===== src/common/autoneg_pkg.sv =====
// Constants, field layouts and carrier types for the auto-negotiation page registers.
// Assumes a 32-bit APB slave whose register index is the byte address divided by four.
package autoneg_pkg;
  localparam int ADDR_W = 8;
  localparam int IRQ_N = 3;

  // Register indices; the byte address is four times the index.
  localparam logic [5:0] IDX_PARTNER_ABILITY = 6'h05;
  localparam logic [5:0] IDX_EXPANSION = 6'h06;
  localparam logic [5:0] IDX_LOCAL_NP = 6'h07;
  localparam logic [5:0] IDX_PARTNER_NP = 6'h08;
  localparam logic [5:0] IDX_DIGITAL_MISC = 6'h10;
  localparam logic [5:0] IDX_FRONT_END_ONE = 6'h11;
  localparam logic [5:0] IDX_IRQ_STATUS = 6'h1b;
  localparam logic [5:0] IDX_IRQ_ENABLE = 6'h1c;
  localparam logic [5:0] IDX_IRQ_CLEAR = 6'h1d;

  // Reset values.
  localparam logic [15:0] RST_PARTNER_ABILITY = 16'h0001;
  localparam logic [15:0] RST_LOCAL_NP = 16'h2001;
  localparam logic [15:0] RST_PARTNER_NP = 16'h0000;
  localparam logic [15:0] RST_DIGITAL_MISC = 16'h0000;
  localparam logic [15:0] RST_FRONT_END_ONE = 16'h0000;
  localparam logic [IRQ_N-1:0] RST_IRQ_ENABLE = 3'h0;

  // Expansion register fields.
  localparam int EXP_PD_FAULT = 4;
  localparam int EXP_LP_NP_ABLE = 3;
  localparam int EXP_NP_ABLE = 2;
  localparam int EXP_PAGE_RX = 1;
  localparam int EXP_LP_AN_ABLE = 0;
  localparam logic LOCAL_NP_ABLE = 1'b1;

  // Local next page fields: next page, message page, ack2 and message are writable.
  localparam int NP_TOGGLE = 11;
  localparam logic [15:0] LOCAL_NP_WMASK = 16'hb7ff;
  localparam int DIG_PLL_OFF = 4;

  // Interrupt status bits.
  localparam int IRQ_PAGE_RX = 0;
  localparam int IRQ_PD_FAULT = 1;
  localparam int IRQ_LP_NP = 2;

  typedef struct packed {
    logic next_page;
    logic ack;
    logic remote_fault;
    logic reserved;
    logic [1:0] pause;
    logic t4;
    logic fd100;
    logic hd100;
    logic fd10;
    logic hd10;
    logic [4:0] selector;
  } base_word_s;

  typedef struct packed {
    logic next_page;
    logic ack;
    logic msg_page;
    logic ack2;
    logic toggle;
    logic [10:0] message;
  } np_word_s;

  typedef enum logic [2:0] {
    PH_IDLE = 3'b001,
    PH_WAIT = 3'b010,
    PH_DONE = 3'b100
  } apb_phase_e;
endpackage : autoneg_pkg


===== src/rtl/sticky_flag.sv =====
// Sticky flag that an event sets and a clear request drops.
// Assumes set and clear are single-clock signals on i_clock.
`timescale 1ns/1ps
module sticky_flag (
  input wire logic i_clock,
  input wire logic i_arst_n,
  input wire logic i_set,
  input wire logic i_clear,
  output logic o_flag
);
  logic next_flag;

  // A set in the cycle of a clear wins, so no event is lost.
  always_comb begin
    next_flag = i_set | (o_flag & ~i_clear);
  end

  always_ff @(posedge i_clock or negedge i_arst_n) begin
    if (!i_arst_n) begin
      o_flag <= 1'b0;
    end else begin
      o_flag <= next_flag;
    end
  end
endmodule : sticky_flag


===== src/rtl/autoneg_page_status_registers.sv =====
// Auto-negotiation partner ability, expansion, next page and digital control registers.
// Assumes an APB master on i_clock and an auto-negotiation engine on the same clock.
//
// How it works
// - Partner pause field at bits 11:10 is read-only, captured, resets to 00.
// - Partner T4, 100FD, 100HD, 10FD, 10HD bits are read-only, reset 0.
// - Partner selector field bits 4:0 is read-only and resets to 00001.
// - Parallel detection fault sets expansion bit 4, held until read.
// - Expansion bit 3 shows partner next-page capability, resets to 0.
// - Expansion bit 2 reports local next-page capability, reads 1.
// - A new page from the partner sets expansion bit 1, held until read.
// - Expansion bit 0 shows partner auto-negotiation ability, resets to 0.
// - Local next page bit 15 is writable, 1 means more pages follow.
// - Local message-page bit 13 (reset 1) and ack2 bit 12 (reset 0) are writable.
// - Local toggle bit 11 is read-only, inverts after each sent page, reset 0.
// - Local eleven-bit message field bits 10:0 is writable, resets to 1.
// - Partner acknowledge lands in read-only bit 14 of received next page.
// - Partner acknowledge-2 lands in read-only bit 12 of received next page.
// - Partner toggle lands in read-only bit 11 of received next page.
// - Partner next-page, message-page and message fields are read-only, reset 0.
// - Control bit 4 set turns the PLL off during energy-detect power-down.
//
// The APB interface to the registers is this design's own decision.
`timescale 1ns/1ps
module autoneg_page_status_registers (
  input wire logic i_clock,
  input wire logic i_arst_n,
  input wire logic psel,
  input wire logic penable,
  input wire logic pwrite,
  input wire logic [autoneg_pkg::ADDR_W-1:0] paddr,
  input wire logic [31:0] pwdata,
  input wire logic [3:0] pstrb,
  output logic [31:0] prdata,
  output logic pready,
  output logic pslverr,
  input wire autoneg_pkg::base_word_s i_partner_base,
  input wire logic i_partner_base_valid,
  input wire autoneg_pkg::np_word_s i_partner_np,
  input wire logic i_partner_np_valid,
  input wire logic i_page_received,
  input wire logic i_parallel_fault,
  input wire logic i_partner_an_able,
  input wire logic i_np_sent,
  input wire logic i_energy_detect_power_down,
  output autoneg_pkg::np_word_s o_local_np,
  output logic [15:0] o_front_end_one,
  output logic o_pll_off,
  output logic o_irq
);
  // Index of a word-aligned address; unaligned or out-of-range yields no match.
  function automatic logic [5:0] reg_index(input logic [autoneg_pkg::ADDR_W-1:0] a);
    reg_index = a[autoneg_pkg::ADDR_W-1:2];
  endfunction : reg_index

  function automatic logic is_mapped(input logic [autoneg_pkg::ADDR_W-1:0] a);
    logic [5:0] i;
    i = reg_index(a);
    is_mapped = (a[1:0] == 2'b00) &&
      (i == autoneg_pkg::IDX_PARTNER_ABILITY || i == autoneg_pkg::IDX_EXPANSION ||
       i == autoneg_pkg::IDX_LOCAL_NP || i == autoneg_pkg::IDX_PARTNER_NP ||
       i == autoneg_pkg::IDX_DIGITAL_MISC || i == autoneg_pkg::IDX_FRONT_END_ONE ||
       i == autoneg_pkg::IDX_IRQ_STATUS || i == autoneg_pkg::IDX_IRQ_ENABLE ||
       i == autoneg_pkg::IDX_IRQ_CLEAR);
  endfunction : is_mapped

  // Bus phase machine: pready stays low for two access cycles, then a registered answer.
  autoneg_pkg::apb_phase_e phase;
  autoneg_pkg::apb_phase_e next_phase;
  logic [31:0] next_prdata;
  logic next_pslverr;
  logic next_pready;
  logic [5:0] idx;
  logic access_done;
  logic wr_done;
  logic rd_done;
  logic [15:0] wdata16;

  assign idx = reg_index(paddr);
  assign access_done = psel & penable & pready;
  assign wr_done = access_done & pwrite & ~pslverr;
  assign rd_done = access_done & ~pwrite & ~pslverr;

  // Byte lanes 0 and 1 carry the 16-bit register; a lane without strobe keeps its bits.
  function automatic logic [15:0] merge(input logic [15:0] old, input logic [15:0] nw,
                                        input logic [15:0] wmask);
    logic [15:0] lanes;
    lanes = {{8{pstrb[1]}}, {8{pstrb[0]}}} & wmask;
    merge = (old & ~lanes) | (nw & lanes);
  endfunction : merge

  assign wdata16 = pwdata[15:0];

  // Register state.
  autoneg_pkg::base_word_s partner_ability;
  autoneg_pkg::base_word_s next_partner_ability;
  autoneg_pkg::np_word_s partner_np;
  autoneg_pkg::np_word_s next_partner_np;
  logic [15:0] local_np;
  logic [15:0] next_local_np;
  logic [15:0] digital_misc;
  logic [15:0] next_digital_misc;
  logic [15:0] front_end_one;
  logic [15:0] next_front_end_one;
  logic [autoneg_pkg::IRQ_N-1:0] irq_enable;
  logic [autoneg_pkg::IRQ_N-1:0] next_irq_enable;
  logic partner_an_able;
  logic next_partner_an_able;
  logic pll_off;
  logic next_pll_off;
  logic irq;
  logic next_irq;
  logic pd_fault_flag;
  logic page_rx_flag;
  logic [autoneg_pkg::IRQ_N-1:0] irq_status;
  logic [autoneg_pkg::IRQ_N-1:0] irq_event;
  logic [autoneg_pkg::IRQ_N-1:0] irq_clear;
  logic [15:0] expansion;
  logic exp_read;

  assign exp_read = rd_done && idx == autoneg_pkg::IDX_EXPANSION;

  // Latched-high expansion flags clear only on a read that returned them set.
  // An event that lands after the read data was taken stays latched for the next read.
  sticky_flag u_pd_fault (
    .i_clock(i_clock),
    .i_arst_n(i_arst_n),
    .i_set(i_parallel_fault),
    .i_clear(exp_read & prdata[autoneg_pkg::EXP_PD_FAULT]),
    .o_flag(pd_fault_flag)
  );
  sticky_flag u_page_rx (
    .i_clock(i_clock),
    .i_arst_n(i_arst_n),
    .i_set(i_page_received),
    .i_clear(exp_read & prdata[autoneg_pkg::EXP_PAGE_RX]),
    .o_flag(page_rx_flag)
  );

  assign irq_event[autoneg_pkg::IRQ_PAGE_RX] = i_page_received;
  assign irq_event[autoneg_pkg::IRQ_PD_FAULT] = i_parallel_fault;
  assign irq_event[autoneg_pkg::IRQ_LP_NP] = i_partner_np_valid;

  // Interrupt status bits, cleared by writing ones to the clear register.
  generate
    for (genvar g = 0; g < autoneg_pkg::IRQ_N; g++) begin : g_irq
      assign irq_clear[g] = wr_done && idx == autoneg_pkg::IDX_IRQ_CLEAR && pstrb[0] &&
                            pwdata[g];
      sticky_flag u_status (
        .i_clock(i_clock),
        .i_arst_n(i_arst_n),
        .i_set(irq_event[g]),
        .i_clear(irq_clear[g]),
        .o_flag(irq_status[g])
      );
    end
  endgenerate

  always_comb begin
    expansion = 16'h0000;
    expansion[autoneg_pkg::EXP_PD_FAULT] = pd_fault_flag;
    expansion[autoneg_pkg::EXP_LP_NP_ABLE] = partner_ability.next_page;
    expansion[autoneg_pkg::EXP_NP_ABLE] = autoneg_pkg::LOCAL_NP_ABLE;
    expansion[autoneg_pkg::EXP_PAGE_RX] = page_rx_flag;
    expansion[autoneg_pkg::EXP_LP_AN_ABLE] = partner_an_able;
  end

  // Partner words are captured only from the negotiation engine, never from the bus.
  always_comb begin
    next_partner_ability = partner_ability;
    next_partner_np = partner_np;
    next_partner_an_able = i_partner_an_able;
    if (i_partner_base_valid) begin
      next_partner_ability = i_partner_base;
      next_partner_ability.reserved = 1'b0;
    end
    if (i_partner_np_valid) begin
      next_partner_np = i_partner_np;
    end
  end

  always_ff @(posedge i_clock or negedge i_arst_n) begin
    if (!i_arst_n) begin
      partner_ability <= autoneg_pkg::RST_PARTNER_ABILITY;
      partner_np <= autoneg_pkg::RST_PARTNER_NP;
      partner_an_able <= 1'b0;
    end else begin
      partner_ability <= next_partner_ability;
      partner_np <= next_partner_np;
      partner_an_able <= next_partner_an_able;
    end
  end

  // Writable registers and the local toggle.
  always_comb begin
    next_local_np = local_np;
    next_digital_misc = digital_misc;
    next_front_end_one = front_end_one;
    next_irq_enable = irq_enable;
    if (i_np_sent) begin
      next_local_np[autoneg_pkg::NP_TOGGLE] = ~local_np[autoneg_pkg::NP_TOGGLE];
    end
    if (wr_done) begin
      unique case (idx)
        autoneg_pkg::IDX_LOCAL_NP: begin
          next_local_np = merge(next_local_np, wdata16, autoneg_pkg::LOCAL_NP_WMASK);
        end
        autoneg_pkg::IDX_DIGITAL_MISC: begin
          next_digital_misc = merge(digital_misc, wdata16, 16'hffff);
        end
        autoneg_pkg::IDX_FRONT_END_ONE: begin
          next_front_end_one = merge(front_end_one, wdata16, 16'hffff);
        end
        autoneg_pkg::IDX_IRQ_ENABLE: begin
          if (pstrb[0]) begin
            next_irq_enable = pwdata[autoneg_pkg::IRQ_N-1:0];
          end
        end
        default: begin
          next_irq_enable = irq_enable;
        end
      endcase
    end
    next_pll_off = next_digital_misc[autoneg_pkg::DIG_PLL_OFF] & i_energy_detect_power_down;
    next_irq = |(irq_status & irq_enable);
  end

  always_ff @(posedge i_clock or negedge i_arst_n) begin
    if (!i_arst_n) begin
      local_np <= autoneg_pkg::RST_LOCAL_NP;
      digital_misc <= autoneg_pkg::RST_DIGITAL_MISC;
      front_end_one <= autoneg_pkg::RST_FRONT_END_ONE;
      irq_enable <= autoneg_pkg::RST_IRQ_ENABLE;
      pll_off <= 1'b0;
      irq <= 1'b0;
    end else begin
      local_np <= next_local_np;
      digital_misc <= next_digital_misc;
      front_end_one <= next_front_end_one;
      irq_enable <= next_irq_enable;
      pll_off <= next_pll_off;
      irq <= next_irq;
    end
  end

  assign o_local_np = local_np;
  assign o_front_end_one = front_end_one;
  assign o_pll_off = pll_off;
  assign o_irq = irq;

  // Bus answer: read data and error are registered in the wait cycle.
  always_comb begin
    next_phase = phase;
    next_prdata = prdata;
    next_pslverr = pslverr;
    unique case (phase)
      autoneg_pkg::PH_IDLE: begin
        if (psel && penable) begin
          next_phase = autoneg_pkg::PH_WAIT;
        end
      end
      autoneg_pkg::PH_WAIT: begin
        next_phase = autoneg_pkg::PH_DONE;
        next_pslverr = ~is_mapped(paddr);
        next_prdata = 32'h0000_0000;
        if (!pwrite && is_mapped(paddr)) begin
          unique case (idx)
            autoneg_pkg::IDX_PARTNER_ABILITY: next_prdata[15:0] = partner_ability;
            autoneg_pkg::IDX_EXPANSION: next_prdata[15:0] = expansion;
            autoneg_pkg::IDX_LOCAL_NP: next_prdata[15:0] = local_np;
            autoneg_pkg::IDX_PARTNER_NP: next_prdata[15:0] = partner_np;
            autoneg_pkg::IDX_DIGITAL_MISC: next_prdata[15:0] = digital_misc;
            autoneg_pkg::IDX_FRONT_END_ONE: next_prdata[15:0] = front_end_one;
            autoneg_pkg::IDX_IRQ_STATUS: next_prdata[autoneg_pkg::IRQ_N-1:0] = irq_status;
            autoneg_pkg::IDX_IRQ_ENABLE: next_prdata[autoneg_pkg::IRQ_N-1:0] = irq_enable;
            default: next_prdata = 32'h0000_0000;
          endcase
        end
      end
      autoneg_pkg::PH_DONE: begin
        next_phase = autoneg_pkg::PH_IDLE;
        next_pslverr = 1'b0;
      end
      default: begin
        next_phase = autoneg_pkg::PH_IDLE;
      end
    endcase
    next_pready = (next_phase == autoneg_pkg::PH_DONE);
  end

  always_ff @(posedge i_clock or negedge i_arst_n) begin
    if (!i_arst_n) begin
      phase <= autoneg_pkg::PH_IDLE;
      prdata <= 32'h0000_0000;
      pslverr <= 1'b0;
      pready <= 1'b0;
    end else begin
      phase <= next_phase;
      prdata <= next_prdata;
      pslverr <= next_pslverr;
      pready <= next_pready;
    end
  end
endmodule : autoneg_page_status_registers


===== config.mk =====
export PLATFORM = sky130hd
export DESIGN_NAME = autoneg_page_status_registers
export DESIGN_NICKNAME = d
export VERILOG_FILES = /design/src/common/autoneg_pkg.sv /design/src/rtl/sticky_flag.sv /design/src/rtl/autoneg_page_status_registers.sv
export SDC_FILE = /design/constraint.sdc
export NUM_CORES = 1
export LEC_CHECK = 0
export ABC_AREA = 1
export BUFFER_PORTS_ARGS = -buffer_cell sky130_fd_sc_hd__buf_2
export CAP_MARGIN = 20
export CORE_ASPECT_RATIO = 2
export CORE_MARGIN = 2
export CORE_UTILIZATION = 56
export DETAILED_ROUTE_END_ITERATION = 10
export MAX_ROUTING_LAYER = met4
export PLACE_DENSITY = 0.9
export RECOVER_POWER = 25
export SLEW_MARGIN = 20
export SYNTH_ARGS = -nofsm -noshare
export SYNTH_HDL_FRONTEND = slang
export SYNTH_SLANG_ARGS = --single-unit

===== constraint.sdc =====
create_clock -name i_clock -period 3.3 [get_ports i_clock]
set_clock_uncertainty 0.2 [all_clocks]
set_input_delay 0 -clock i_clock [delete_from_list [all_inputs] [get_ports i_clock]]
set_output_delay 0 -clock i_clock [all_outputs]
set_load 0.02 [all_outputs]

==> impl_table.tex, run 1 <==
\begin{tabular}{lr}
\hline
Metric & Value \\
\hline
\multicolumn{2}{l}{\textbf{Layout}} \\
Area added between synthesis and finish & 35.1\% \\
Non-Filler Instances & 952 \\
Most used cells in the layout excluding fill and tap cells & sky130\_fd\_sc\_hd\_\_nand2\_1, sky130\_fd\_sc\_hd\_\_buf\_2, sky130\_fd\_sc\_hd\_\_dfrtp\_1, sky130\_fd\_sc\_hd\_\_dlygate4sd3\_1, sky130\_fd\_sc\_hd\_\_inv\_1 \\
Finished Cell Area & roughly 7000 um\^{}2 \\
Final Util & 0.771 \\
Share of cells above drive strength 1 & 0.228 \\
Diodes inserted & 0 \\
Most common cell after layout, fill and taps aside & sky130\_fd\_sc\_hd\_\_nand2\_1 \\
Count of nets after finishing & $\sim$930 \\
\multicolumn{2}{l}{\textbf{Min path}} \\
Start point of the worst min-delay path & paddr[2] \\
Terminating pin of the worst hold path & u\_pd\_fault.o\_flag \\
Min-Delay Path Depth & 5 \\
Min-Delay Path Class & input port to flop \\
\multicolumn{2}{l}{\textbf{Power}} \\
Part of the total power dissipated in sequential elements & 0.473 \\
Combinational share of power & 0.180 \\
Total design power & 3.28 mW \\
Internal power of the cells & 2.30 mW \\
Leakage power total & 3.63 nW \\
Net switching component of the power & 975 uW \\
Fraction of power spent switching nets & 0.298 \\
Clk network pwr share & 0.347 \\
Worst ir drop on vdd & 357 uV \\
Total power per unit cell area & 456 nW/um\^{}2 \\
\multicolumn{2}{l}{\textbf{Floorplan}} \\
Die W & 72.9 um \\
Die Ht & 142 um \\
Core Footprint & 9320 um\^{}2 \\
Die Footprint & 10300 um\^{}2 \\
Starting utilization of the core area & 0.571 \\
Std-Cell Rows & 50 \\
I/O pin count & 156 \\
\multicolumn{2}{l}{\textbf{Run status}} \\
Violated checks & capacitance limit, slew limit \\
Run status & complete, but fails checks \\
\multicolumn{2}{l}{\textbf{Worst setup path}} \\
Startpoint of the most critical register-to-register path & pready \\
Req. time, crit path & 3340 ps \\
Launching element type of the critical path & flop \\
Largest fanout on the critical path & 3 \\
Depth of the worst register-to-register path & 8 \\
Type of the worst setup path & flop to flop \\
Arrival time reported for the critical path endpoint & 2310 ps \\
Slack of the worst reg-to-reg path & 1040 ps \\
Capturing element type of the critical path & flop \\
Capture instance of the worst register-to-register path & g\_irq[0].u\_status.o\_flag \\
\multicolumn{2}{l}{\textbf{Placed design}} \\
Input/output buffers & 119 \\
Placed instance count & 837 \\
Detailed placement HPWL & between 10 and 15 mm \\
Placer Congestion & 0.976 \\
DP Worst Slack & 1190 ps \\
Area after detailed placement & about 5900 um\^{}2 \\
\multicolumn{2}{l}{\textbf{Clock tree}} \\
CTS Root Buffer Type & sky130\_fd\_sc\_hd\_\_clkbuf\_16 \\
Number of resized instances in the post-cts repair step & 0 \\
Setup fix buffers added after clock tree synthesis & 0 \\
Longest Clk Path Bufs & 2 \\
Later-pin clock latency in the skew report & 360 ps \\
Clk sinks & 110 \\
Maximum level of the CTS H-tree & 3 \\
Clock transition time at the flip-flop clock pins of the worst setup and hold paths & 80 ps \\
Number of CTS-inserted buffers & 9 \\
CTS tree & yes \\
\multicolumn{2}{l}{\textbf{Global route}} \\
Met3 usage in global routing & 0.0433 \\
Number of antenna violations at the first check in global routing & 0 \\
Global routing usage on met2 & 0.619 \\
Global-route layer with the greatest usage & met2 \\
Global routing usage on met1 & 0.375 \\
First-pass GRT wire length & approximately 27 mm \\
Number of global-route vias before repair & around 5600 \\
Overall track demand over capacity in global routing & 0.362 \\
Overflow left after global routing & 0 \\
Maximum number of pins on one net before global-route repair & 84 \\
\multicolumn{2}{l}{\textbf{STA}} \\
Achievable clock frequency & 0.442 GHz \\
Final hold violation count & 0 \\
Total Neg Setup Slack & 0 ps \\
Worst-Margin Slew & 2040 ps \\
Crit path time final & roughly 2300 ps \\
Portion of the clock cycle consumed by the worst path in the final layout & 0.686 \\
Finish-stage setup viols & 0 \\
Worst hold slack across all endpoints & $\sim$40 ps \\
RSZ-0062 raised after global routing & false \\
Worst slew margin relative to its limit & -0.359 \\
Final slew viol count & between 80 and 90 \\
Smallest setup slack after layout & 1040 ps \\
\multicolumn{2}{l}{\textbf{Logic synthesis}} \\
Area share of the largest cell type after synthesis & 0.499 \\
Number of flip-flops and latches in the synthesized netlist & 110 \\
Yosys synthesis warning count & 0 \\
Mean cell area of the mapped netlist & around 8.4 um\^{}2 \\
Sequential element share of the synthesized area & 0.518 \\
Cell area after synthesis & 5320 um\^{}2 \\
Number of cells produced by synthesis & roughly 630 \\
Cell taking the most area after synthesis & sky130\_fd\_sc\_hd\_\_dfrtp\_1 \\
Largest cells by area after synthesis & sky130\_fd\_sc\_hd\_\_dfrtp\_1, sky130\_fd\_sc\_hd\_\_nand2\_1, sky130\_fd\_sc\_hd\_\_nand3\_1 \\
Number of distinct library cells after synthesis & 31 \\
\multicolumn{2}{l}{\textbf{Route}} \\
Average vias per placed instance & 5.68 \\
Routed Wire Length & 17.2 mm \\
Total number of vias & 5405 \\
Number of antenna-violating nets in the routed design & 0 \\
DRC marker count from the first detailed-route iteration & 570 \\
Residual DRC count & 0 \\
Count of TritonRoute iterations in the first routing pass & 5 \\
Drt wl/cell & 18.1 um \\
\multicolumn{2}{l}{\textbf{Job}} \\
Max\_cap viols & 1 \\
\hline
\end{tabular}
[worst max path at each step]
stage	start	end	slack, ps	cells past startpoint
CTS	pready	g_irq[0].u_status.o_flag	1040	8
floorplan	pslverr	flop	1560	7
global placement	paddr[6]	prdata[15]	1260	9
detailed placement	paddr[6]	prdata[15]	1190	9
global route	i_arst_n	pslverr	710	2
finish	pready	g_irq[0].u_status.o_flag	1040	8
[worst max-delay path: stages (launching register included)]
cell	delay (ps)
sky130_fd_sc_hd__dfrtp_1	350
sky130_fd_sc_hd__nand3_1	120
sky130_fd_sc_hd__inv_1	80
sky130_fd_sc_hd__nand4_1	230
sky130_fd_sc_hd__inv_1	210
sky130_fd_sc_hd__nand3_1	130
sky130_fd_sc_hd__o21ai_0	190
sky130_fd_sc_hd__nand2_1	80
sky130_fd_sc_hd__dlygate4sd3_1	560
[logic make-up (layout without fill, tap and decap cells)]
logic type / Yosys count / count (layout) / synth area share
AO/OA/AOI/OAI: 91 / 91 / 0.0934
buffers and inverters: 99 / 298 / 0.0865
flip-flops: 110 / 110 / 0.518
other: 1 / 17 / 0.000705
XOR/XNOR: 1 / 1 / 0.00165
AND/OR/NAND/NOR: 319 / 319 / 0.274
multiplexers: 12 / 12 / 0.0254
[Yosys cell counts, drive strengths merged]
cell type	instances
clkinv	1
nand4	23
nor3b	1
dfstp	4
a31oi	1
nor3	3
nor2	41
nand3b	1
inv	60
o21ai	85
clkbuf	10
nand2	196
mux2	12
dfrtp	106
nor4	1
xor2	1
conb	1
o211ai	1
nand3	53
a21oi	4
buf	28
[layer usage]
metal / part of all wire / wire [um] / up-vias
met4: 0.074 / 1280 / 0
met3: 0.056 / 958 / 90
met1: 0.34 / 5800 / 2569
met2: 0.53 / 9170 / 302
met5: 0 / 0 / -
li1: - / - / 2444
[final cells by class]
| class | count | area, um^2 |
|---|---|---|
| Inverter | 61 | 229 |
| Multi-Input combinational cell | 440 | 2160 |
| Clock inverter | 7 | 81.3 |
| Sequential cell | 110 | 2760 |
| Timing Repair Buffer | 221 | 1600 |
| Tap cell | 104 | 130 |
| Fill cell | 616 | 2130 |
| Clock buffer | 9 | 225 |
[power by group through the flow]
stage / logic (mW) / registers [mW] / clock network, mW
global placement: 0.458 / 1.56 / 0
CTS: 0.574 / 1.54 / 1.12
finish: 0.591 / 1.55 / 1.14
floorplan: 0.207 / 1.63 / 0
detailed placement: 0.473 / 1.56 / 0
global route: 0.640 / 1.55 / 1.19
[repair_timing]
item	in CTS	in global routing
hold buffers	99	0
endpoints found under the hold margin	184	0
endpoints found under the setup margin	0	0
Power figures use the tool's default switching activity.
==> inputs of run 2 (changes only) <==
--- a/config.mk
+++ b/config.mk
@@ -10,10 +10,10 @@
 export CAP_MARGIN = 20
 export CORE_ASPECT_RATIO = 2
 export CORE_MARGIN = 2
-export CORE_UTILIZATION = 56
+export CORE_UTILIZATION = 52
 export DETAILED_ROUTE_END_ITERATION = 10
 export MAX_ROUTING_LAYER = met4
-export PLACE_DENSITY = 0.9
+export PLACE_DENSITY = 0.85
 export RECOVER_POWER = 25
 export SLEW_MARGIN = 20
 export SYNTH_ARGS = -nofsm -noshare
==> constraint.sdc (replaced) <==
create_clock -name i_clock -period 2.3 [get_ports i_clock]
set_clock_uncertainty 0.2 [all_clocks]
set_input_delay 0 -clock i_clock [delete_from_list [all_inputs] [get_ports i_clock]]
set_output_delay 0 -clock i_clock [all_outputs]
set_load 0.02 [all_outputs]
==> run 2 against run 1 <==
  * The flow finishes with violations (hold timing)
  * Sequential power up 43%
  * Non-clock buffer count up 11
  * First-iteration DRC count decreased by 23%
  * Design area rose by 1.5%
  * Die area is 7.4% higher
  * Critical path depth rose by 1
  * Global-route usage decreased by 1.3 points
  * Critical endpoint unchanged
  * Largest power group unchanged
==> impl_table.tex, run 2 (synthesized netlist as in run 1, its figures left out) <==
\begin{tabular}{lr}
\hline
Metric & Value \\
\hline
\multicolumn{2}{l}{\textbf{Min path}} \\
Start point of the worst min-delay path & pstrb[0] \\
Min-Delay Path Class & input port to flop \\
Min-Delay Path Depth & 6 \\
\multicolumn{2}{l}{\textbf{Worst setup path}} \\
Arrival time reported for the critical path endpoint & around 2100 ps \\
Startpoint of the most critical register-to-register path & pready \\
Slack of the worst reg-to-reg path & 190 ps \\
Depth of the worst register-to-register path & 9 \\
Largest fanout on the critical path & 3 \\
Type of the worst setup path & flop to flop \\
Capture instance of the worst register-to-register path & g\_irq[0].u\_status.o\_flag \\
Launching element type of the critical path & flop \\
Capturing element type of the critical path & flop \\
Req. time, crit path & 2330 ps \\
\multicolumn{2}{l}{\textbf{Route}} \\
Routed Wire Length & between 15 and 20 mm \\
DRC marker count from the first detailed-route iteration & 439 \\
Count of TritonRoute iterations in the first routing pass & 5 \\
Drt wl/cell & 17.7 um \\
Average vias per placed instance & 5.37 \\
Total number of vias & 5339 \\
Residual DRC count & 0 \\
Number of antenna-violating nets in the routed design & 0 \\
\multicolumn{2}{l}{\textbf{Power}} \\
Part of the total power dissipated in sequential elements & 0.483 \\
Total power per unit cell area & 630 nW/um\^{}2 \\
Leakage power total & 3.70 nW \\
Internal power of the cells & 3.23 mW \\
Clk network pwr share & 0.328 \\
Fraction of power spent switching nets & 0.298 \\
Worst ir drop on vdd & 493 uV \\
Net switching component of the power & 1.37 mW \\
Combinational share of power & 0.188 \\
\multicolumn{2}{l}{\textbf{STA}} \\
Worst-Margin Slew & 1170 ps \\
Portion of the clock cycle consumed by the worst path in the final layout & 0.917 \\
Total Neg Setup Slack & 0 ps \\
Final hold violation count & 2 \\
Achievable clock frequency & 0.474 GHz \\
Final slew viol count & 0 \\
Finish-stage setup viols & 0 \\
Worst slew margin relative to its limit & 0.218 \\
Crit path time final & 2110 ps \\
RSZ-0062 raised after global routing & false \\
Worst hold slack across all endpoints & -9.18 ps \\
\multicolumn{2}{l}{\textbf{Placed design}} \\
Input/output buffers & 119 \\
Detailed placement HPWL & around 11 mm \\
Placer Congestion & roughly 0.95 \\
\multicolumn{2}{l}{\textbf{Global route}} \\
Number of antenna violations at the first check in global routing & 1 \\
Number of global-route vias before repair & 5561 \\
First-pass GRT wire length & 28.1 mm \\
Overall track demand over capacity in global routing & 0.349 \\
Overflow left after global routing & 0 \\
Maximum number of pins on one net before global-route repair & 48 \\
\multicolumn{2}{l}{\textbf{Floorplan}} \\
Die Footprint & 11100 um\^{}2 \\
Die Ht & roughly 150 um \\
I/O pin count & $\sim$160 \\
Core Footprint & 10000 um\^{}2 \\
Std-Cell Rows & 52 \\
Starting utilization of the core area & 0.531 \\
Die W & 75.5 um \\
\multicolumn{2}{l}{\textbf{Clock tree}} \\
Number of CTS-inserted buffers & 9 \\
Maximum level of the CTS H-tree & 3 \\
CTS tree & yes \\
CTS Root Buffer Type & sky130\_fd\_sc\_hd\_\_clkbuf\_16 \\
Longest Clk Path Bufs & 2 \\
Later-pin clock latency in the skew report & 350 ps \\
Clk sinks & 110 \\
Clock transition time at the flip-flop clock pins of the worst setup and hold paths & 80 ps \\
\multicolumn{2}{l}{\textbf{Layout}} \\
Sequential Area & $\sim$2800 um\^{}2 \\
Most used cells in the layout excluding fill and tap cells & sky130\_fd\_sc\_hd\_\_nand2\_1, sky130\_fd\_sc\_hd\_\_buf\_2, sky130\_fd\_sc\_hd\_\_dfrtp\_1, sky130\_fd\_sc\_hd\_\_dlygate4sd3\_1, sky130\_fd\_sc\_hd\_\_inv\_1 \\
Count of nets after finishing & 942 \\
Share of cells above drive strength 1 & 0.241 \\
Area added between synthesis and finish & 37.1\% \\
Final Util & 0.728 \\
Area of the multi-input gates & 2170 um\^{}2 \\
Number of fill cells in the layout & 759 \\
Most common cell after layout, fill and taps aside & sky130\_fd\_sc\_hd\_\_nand2\_1 \\
\multicolumn{2}{l}{\textbf{Run status}} \\
Violated checks & hold timing \\
Run status & complete, but fails checks \\
\multicolumn{2}{l}{\textbf{Job}} \\
Max\_cap viols & 0 \\
\hline
\end{tabular}
## run 2: changes by cell type in the layout (fill, tap and decap cells not counted), moves of 2 or more
cell                         previous run  this run
sky130_fd_sc_hd__clkinv_2               0         2
sky130_fd_sc_hd__buf_2                114       118
sky130_fd_sc_hd__clkbuf_1               4         1
sky130_fd_sc_hd__clkinvlp_4             3         0
sky130_fd_sc_hd__buf_4                  3        12
## run 2: what timing repair did
item | in CTS | in global routing
buffers inserted | 0 | 1
setup endpoints to repair | 0 | 2
endpoints found under the hold margin | 213 | 0
resized for setup | 0 | 2
hold buffers | 100 | 0
## run 2: worst max-delay path by stage
stage | cells after the start | endpoint | start | slack [ps]
finish | 9 | g_irq[0].u_status.o_flag | pready | 190
global route | 9 | g_irq[0].u_status.o_flag | pready | 30
floorplan | 7 | flop | pslverr | 560
detailed placement | 6 | flop | pslverr | 360
CTS | 8 | o_pll_off | pready | 40
global placement | 6 | flop | pslverr | 390
## run 2: routing by layer
layer	GRT usage	routed length [um]
met5	-	0
met4	0.193	1120
met3	0.0446	700
met2	0.594	9750
met1	0.376	6020
## run 2: power groups by stage
| stage | registers, mW | logic [mW] | clock network [mW] |
|---|---|---|---|
| after floorplan | 2.34 | 0.297 | 0 |
| after global placement | 2.24 | 0.672 | 0 |
| after detailed placement | 2.25 | 0.696 | 0 |
| after CTS | 2.21 | 0.847 | 1.50 |
| after global routing | 2.23 | 0.939 | 1.59 |
| final | 2.22 | 0.865 | 1.51 |
## run 2: critical path: stages (launching register included)
cell	delay, ps
sky130_fd_sc_hd__dfrtp_1	350
sky130_fd_sc_hd__nand3_1	120
sky130_fd_sc_hd__inv_1	80
sky130_fd_sc_hd__nand4_1	70
sky130_fd_sc_hd__buf_4	170
sky130_fd_sc_hd__inv_1	120
sky130_fd_sc_hd__nand3_1	130
sky130_fd_sc_hd__o21ai_1	150
sky130_fd_sc_hd__nand2_1	50
sky130_fd_sc_hd__dlygate4sd3_1	540
## run 2: area by class of cell
class / instances / area share
clock buffers: 10 / 0.0328
repair buffers: 232 / 0.231
clock inverters: 6 / 0.00617
inverters: 61 / 0.0314
well taps: 135 / 0.0232
diodes: 1 / 0.000343
multi-input cells: 440 / 0.297
flip-flops and latches: 110 / 0.378
## run 2: per-stage QoR
stage               hold WS [ps]  cells  cell area, um^2  worst slack [ps]  total power, mW
global placement            -202    877             6020               387             2.91
global route                41.2    995             7290              27.2             4.75
floorplan                   -496    649             5380               558             2.64
finish                     -9.18    995             7290               190             4.59
CTS                         8.70    993             7310              39.3             4.56
detailed placement          -189    877             6020               356             2.94
==> inputs of run 3 (changes only) <==
--- a/config.mk
+++ b/config.mk
@@ -10,12 +10,14 @@
 export CAP_MARGIN = 20
 export CORE_ASPECT_RATIO = 2
 export CORE_MARGIN = 2
-export CORE_UTILIZATION = 52
+export CORE_UTILIZATION = 54
+export CTS_BUF_LIST = sky130_fd_sc_hd__clkbuf_4
 export DETAILED_ROUTE_END_ITERATION = 10
 export MAX_ROUTING_LAYER = met4
-export PLACE_DENSITY = 0.85
+export PLACE_DENSITY = 0.88
 export RECOVER_POWER = 25
 export SLEW_MARGIN = 20
 export SYNTH_ARGS = -nofsm -noshare
 export SYNTH_HDL_FRONTEND = slang
+export SYNTH_HIERARCHICAL = 1
 export SYNTH_SLANG_ARGS = --single-unit
==> run 3 against run 2 <==
  * The run now ends clean
  * Via count rose by 5.3%
  * Area after synthesis fell by 0.42%
  * Sequential power barely moved
  * Critical path type unchanged
  * Largest power group unchanged
==> impl_table.tex, run 3 <==
\begin{tabular}{lr}
\hline
Metric & Value \\
\hline
\multicolumn{2}{l}{\textbf{Run status}} \\
Run status & finished, final reports clean \\
\multicolumn{2}{l}{\textbf{Worst setup path}} \\
Type of the worst setup path & flop to flop \\
Largest fanout on the critical path & 7 \\
Launching element type of the critical path & flop \\
Dominant cell type by count on the critical path & sky130\_fd\_sc\_hd\_\_nand2\_1 \\
Slowest stage cell on the critical path & sky130\_fd\_sc\_hd\_\_dlygate4sd3\_1 \\
Req. time, crit path & between 2000 and 3000 ps \\
Bufs and invs on worst path & 2 \\
Largest delay share family, worst path & simple AND/OR/NAND/NOR gates \\
Arrival time reported for the critical path endpoint & about 2500 ps \\
Biggest cell delay along the critical path & $\sim$540 ps \\
Capturing element type of the critical path & flop \\
Cells traversed along the worst timing path & nor3\_2, nand2\_1, nor2\_1, buf\_4, nand2\_1, dlygate4sd3\_1, o21ai\_0 \\
\multicolumn{2}{l}{\textbf{Power}} \\
Worst ir drop on vdd & 448 uV \\
Leakage power total & 3.59 nW \\
Total power per unit cell area & about 550 nW/um\^{}2 \\
\multicolumn{2}{l}{\textbf{Route}} \\
Routed Wire Length & around 18 mm \\
Count of TritonRoute iterations in the first routing pass & 7 \\
Residual DRC count & 0 \\
Total number of vias & roughly 5600 \\
Number of antenna-violating nets in the routed design & 0 \\
Average vias per placed instance & 5.39 \\
Drt wl/cell & 17.2 um \\
DRC marker count from the first detailed-route iteration & 466 \\
\multicolumn{2}{l}{\textbf{Min path}} \\
Min-Delay Path Class & input port to flop \\
\multicolumn{2}{l}{\textbf{STA}} \\
Portion of the clock cycle consumed by the worst path in the final layout & 0.991 \\
Finish-stage setup viols & 0 \\
Total Neg Setup Slack & 0 ps \\
Crit path time final & 2280 ps \\
Final slew viol count & 0 \\
Worst-Margin Slew & 1350 ps \\
RSZ-0062 raised after global routing & true \\
Final hold violation count & 0 \\
Achievable clock frequency & 0.439 GHz \\
Worst slew margin relative to its limit & 0.0968 \\
\multicolumn{2}{l}{\textbf{Clock tree}} \\
Clock transition time at the flip-flop clock pins of the worst setup and hold paths & $\sim$170 ps \\
Maximum level of the CTS H-tree & 3 \\
CTS tree & yes \\
Number of CTS-inserted buffers & 9 \\
Later-pin clock latency in the skew report & 490 ps \\
Clk sinks & between 100 and 150 \\
Longest Clk Path Bufs & 2 \\
Setup fix buffers added after clock tree synthesis & 0 \\
CTS Root Buffer Type & sky130\_fd\_sc\_hd\_\_clkbuf\_4 \\
\multicolumn{2}{l}{\textbf{Logic synthesis}} \\
Sequential element share of the synthesized area & 0.521 \\
Dominant register cell in the synthesized netlist & sky130\_fd\_sc\_hd\_\_dfrtp\_1 \\
Yosys synthesis warning count & 6 \\
Largest cells by area after synthesis & sky130\_fd\_sc\_hd\_\_dfrtp\_1, sky130\_fd\_sc\_hd\_\_nand2\_1, sky130\_fd\_sc\_hd\_\_inv\_1 \\
Mean cell area of the mapped netlist & 8.03 um\^{}2 \\
Cell taking the most area after synthesis & sky130\_fd\_sc\_hd\_\_dfrtp\_1 \\
Number of distinct library cells after synthesis & 27 \\
Number of flops mapped to enable cells by yosys & 0 \\
Number of flip-flops and latches in the synthesized netlist & 110 \\
Number of cells produced by synthesis & 660 \\
Area share of the largest cell type after synthesis & 0.501 \\
Cell area after synthesis & approximately 5300 um\^{}2 \\
Share of flip-flops with an asynchronous set or reset & 1.00 \\
Library cell with the highest instance count after synthesis & sky130\_fd\_sc\_hd\_\_nand2\_1 \\
Ranking of synthesized cells by instance count & sky130\_fd\_sc\_hd\_\_nand2\_1, sky130\_fd\_sc\_hd\_\_dfrtp\_1, sky130\_fd\_sc\_hd\_\_inv\_1 \\
\multicolumn{2}{l}{\textbf{Floorplan}} \\
Core Footprint & 9640 um\^{}2 \\
Std-Cell Rows & around 50 \\
Die Ht & between 100 and 150 um \\
Starting utilization of the core area & 0.550 \\
Die W & around 74 um \\
I/O pin count & 156 \\
Die Footprint & 10700 um\^{}2 \\
\multicolumn{2}{l}{\textbf{Global route}} \\
Maximum number of pins on one net before global-route repair & 55 \\
First-pass GRT wire length & 27.7 mm \\
Number of global-route vias before repair & 5611 \\
Overall track demand over capacity in global routing & 0.361 \\
Overflow left after global routing & 0 \\
Number of antenna violations at the first check in global routing & 2 \\
\multicolumn{2}{l}{\textbf{Placed design}} \\
Input/output buffers & $\sim$120 \\
Detailed placement HPWL & 10.6 mm \\
Placed instance count & 905 \\
Placer Congestion & 1.03 \\
\multicolumn{2}{l}{\textbf{Job}} \\
Max\_cap viols & 0 \\
\multicolumn{2}{l}{\textbf{Layout}} \\
Most common cell after layout, fill and taps aside & sky130\_fd\_sc\_hd\_\_nand2\_1 \\
Most used cells in the layout excluding fill and tap cells & sky130\_fd\_sc\_hd\_\_nand2\_1, sky130\_fd\_sc\_hd\_\_dlygate4sd3\_1, sky130\_fd\_sc\_hd\_\_dfrtp\_1, sky130\_fd\_sc\_hd\_\_inv\_1, sky130\_fd\_sc\_hd\_\_buf\_2 \\
Share of cells above drive strength 1 & 0.154 \\
Non-Filler Instances & approximately 1000 \\
Count of nets after finishing & 992 \\
Area added between synthesis and finish & 38.1\% \\
\hline
\end{tabular}
run 3: layout make-up:
cell class,instances,area (um^2)
Timing Repair Buffer,254,1860
Clock inverter,6,62.6
Clock buffer,10,75.1
Fill cell,690,2320
Antenna cell,2,5.00
Tap cell,132,165
Multi-Input combinational cell,444,2070
Inverter,85,319
Sequential cell,110,2760
run 3: metal layers:
metal	vias up	wire [um]	GRT usage
li1	2519	-	-
met1	2647	5820	0.360
met2	326	9550	0.626
met3	128	962	0.0488
met4	0	1630	0.255
met5	-	0	-
run 3: worst register-to-register path: cells and delay by family (launching register included):
family / cells / cell delay [ps]
flip-flops: 1 / 450
AND/OR/NAND/NOR: 4 / 760
buffers and inverters: 2 / 740
AO/OA/AOI/OAI: 1 / 70
run 3: final timing paths:
path	start	to	slack (ps)	cells after the start
worst max-delay path	pslverr	flop	20	7
worst min-delay path	i_energy_detect_power_down	o_pll_off	60	4
worst max register to register	pslverr	flop	20	7
worst min register to register	phase[1]	phase[1]	260	1
max in group asynchronous	i_arst_n	partner_ability[0]	270	4
min in group asynchronous	i_arst_n	partner_ability[13]	680	3
run 3: repair_timing:
item,CTS,global route
hold buffers,120,0
setup endpoints to repair,0,6
gates resized for setup,0,3
hold endpoints to repair,215,0
run 3: cells by family (layout without fill, tap and decap cells):
kind of cell    count (synthesis)  in the layout  synth area share
buf+inv                       122            355             0.101
xor+xnor                        1              1           0.00165
other cells                     1             19          0.000708
flops                         110            110             0.521
compound gates                 90             90            0.0857
mux                            19             19            0.0404
simple gates                  317            317             0.250
run 3: power by group:
group,internal (mW),switching (mW),leakage (nW)
Combinational,0.358,0.492,2.13
Sequential,2.10,0.115,1.39
Clock,0.340,0.643,0.0700
Total,2.79,1.25,3.59
run 3: through the flow:
step | hold WS, ps | total power [mW] | util | worst slack (ps) | cell area [um^2]
after global placement | -133 | 2.86 | 0.626 | 429 | 6030
final | 55.1 | 4.04 | 0.759 | 20.1 | 7320
after CTS | 29.4 | 4.01 | 0.765 | 14.5 | 7370
after floorplan | -496 | 2.60 | - | 630 | 5360
after global routing | 77.6 | 4.20 | 0.759 | -55.1 | 7320
after detailed placement | -125 | 2.88 | 0.626 | 412 | 6030
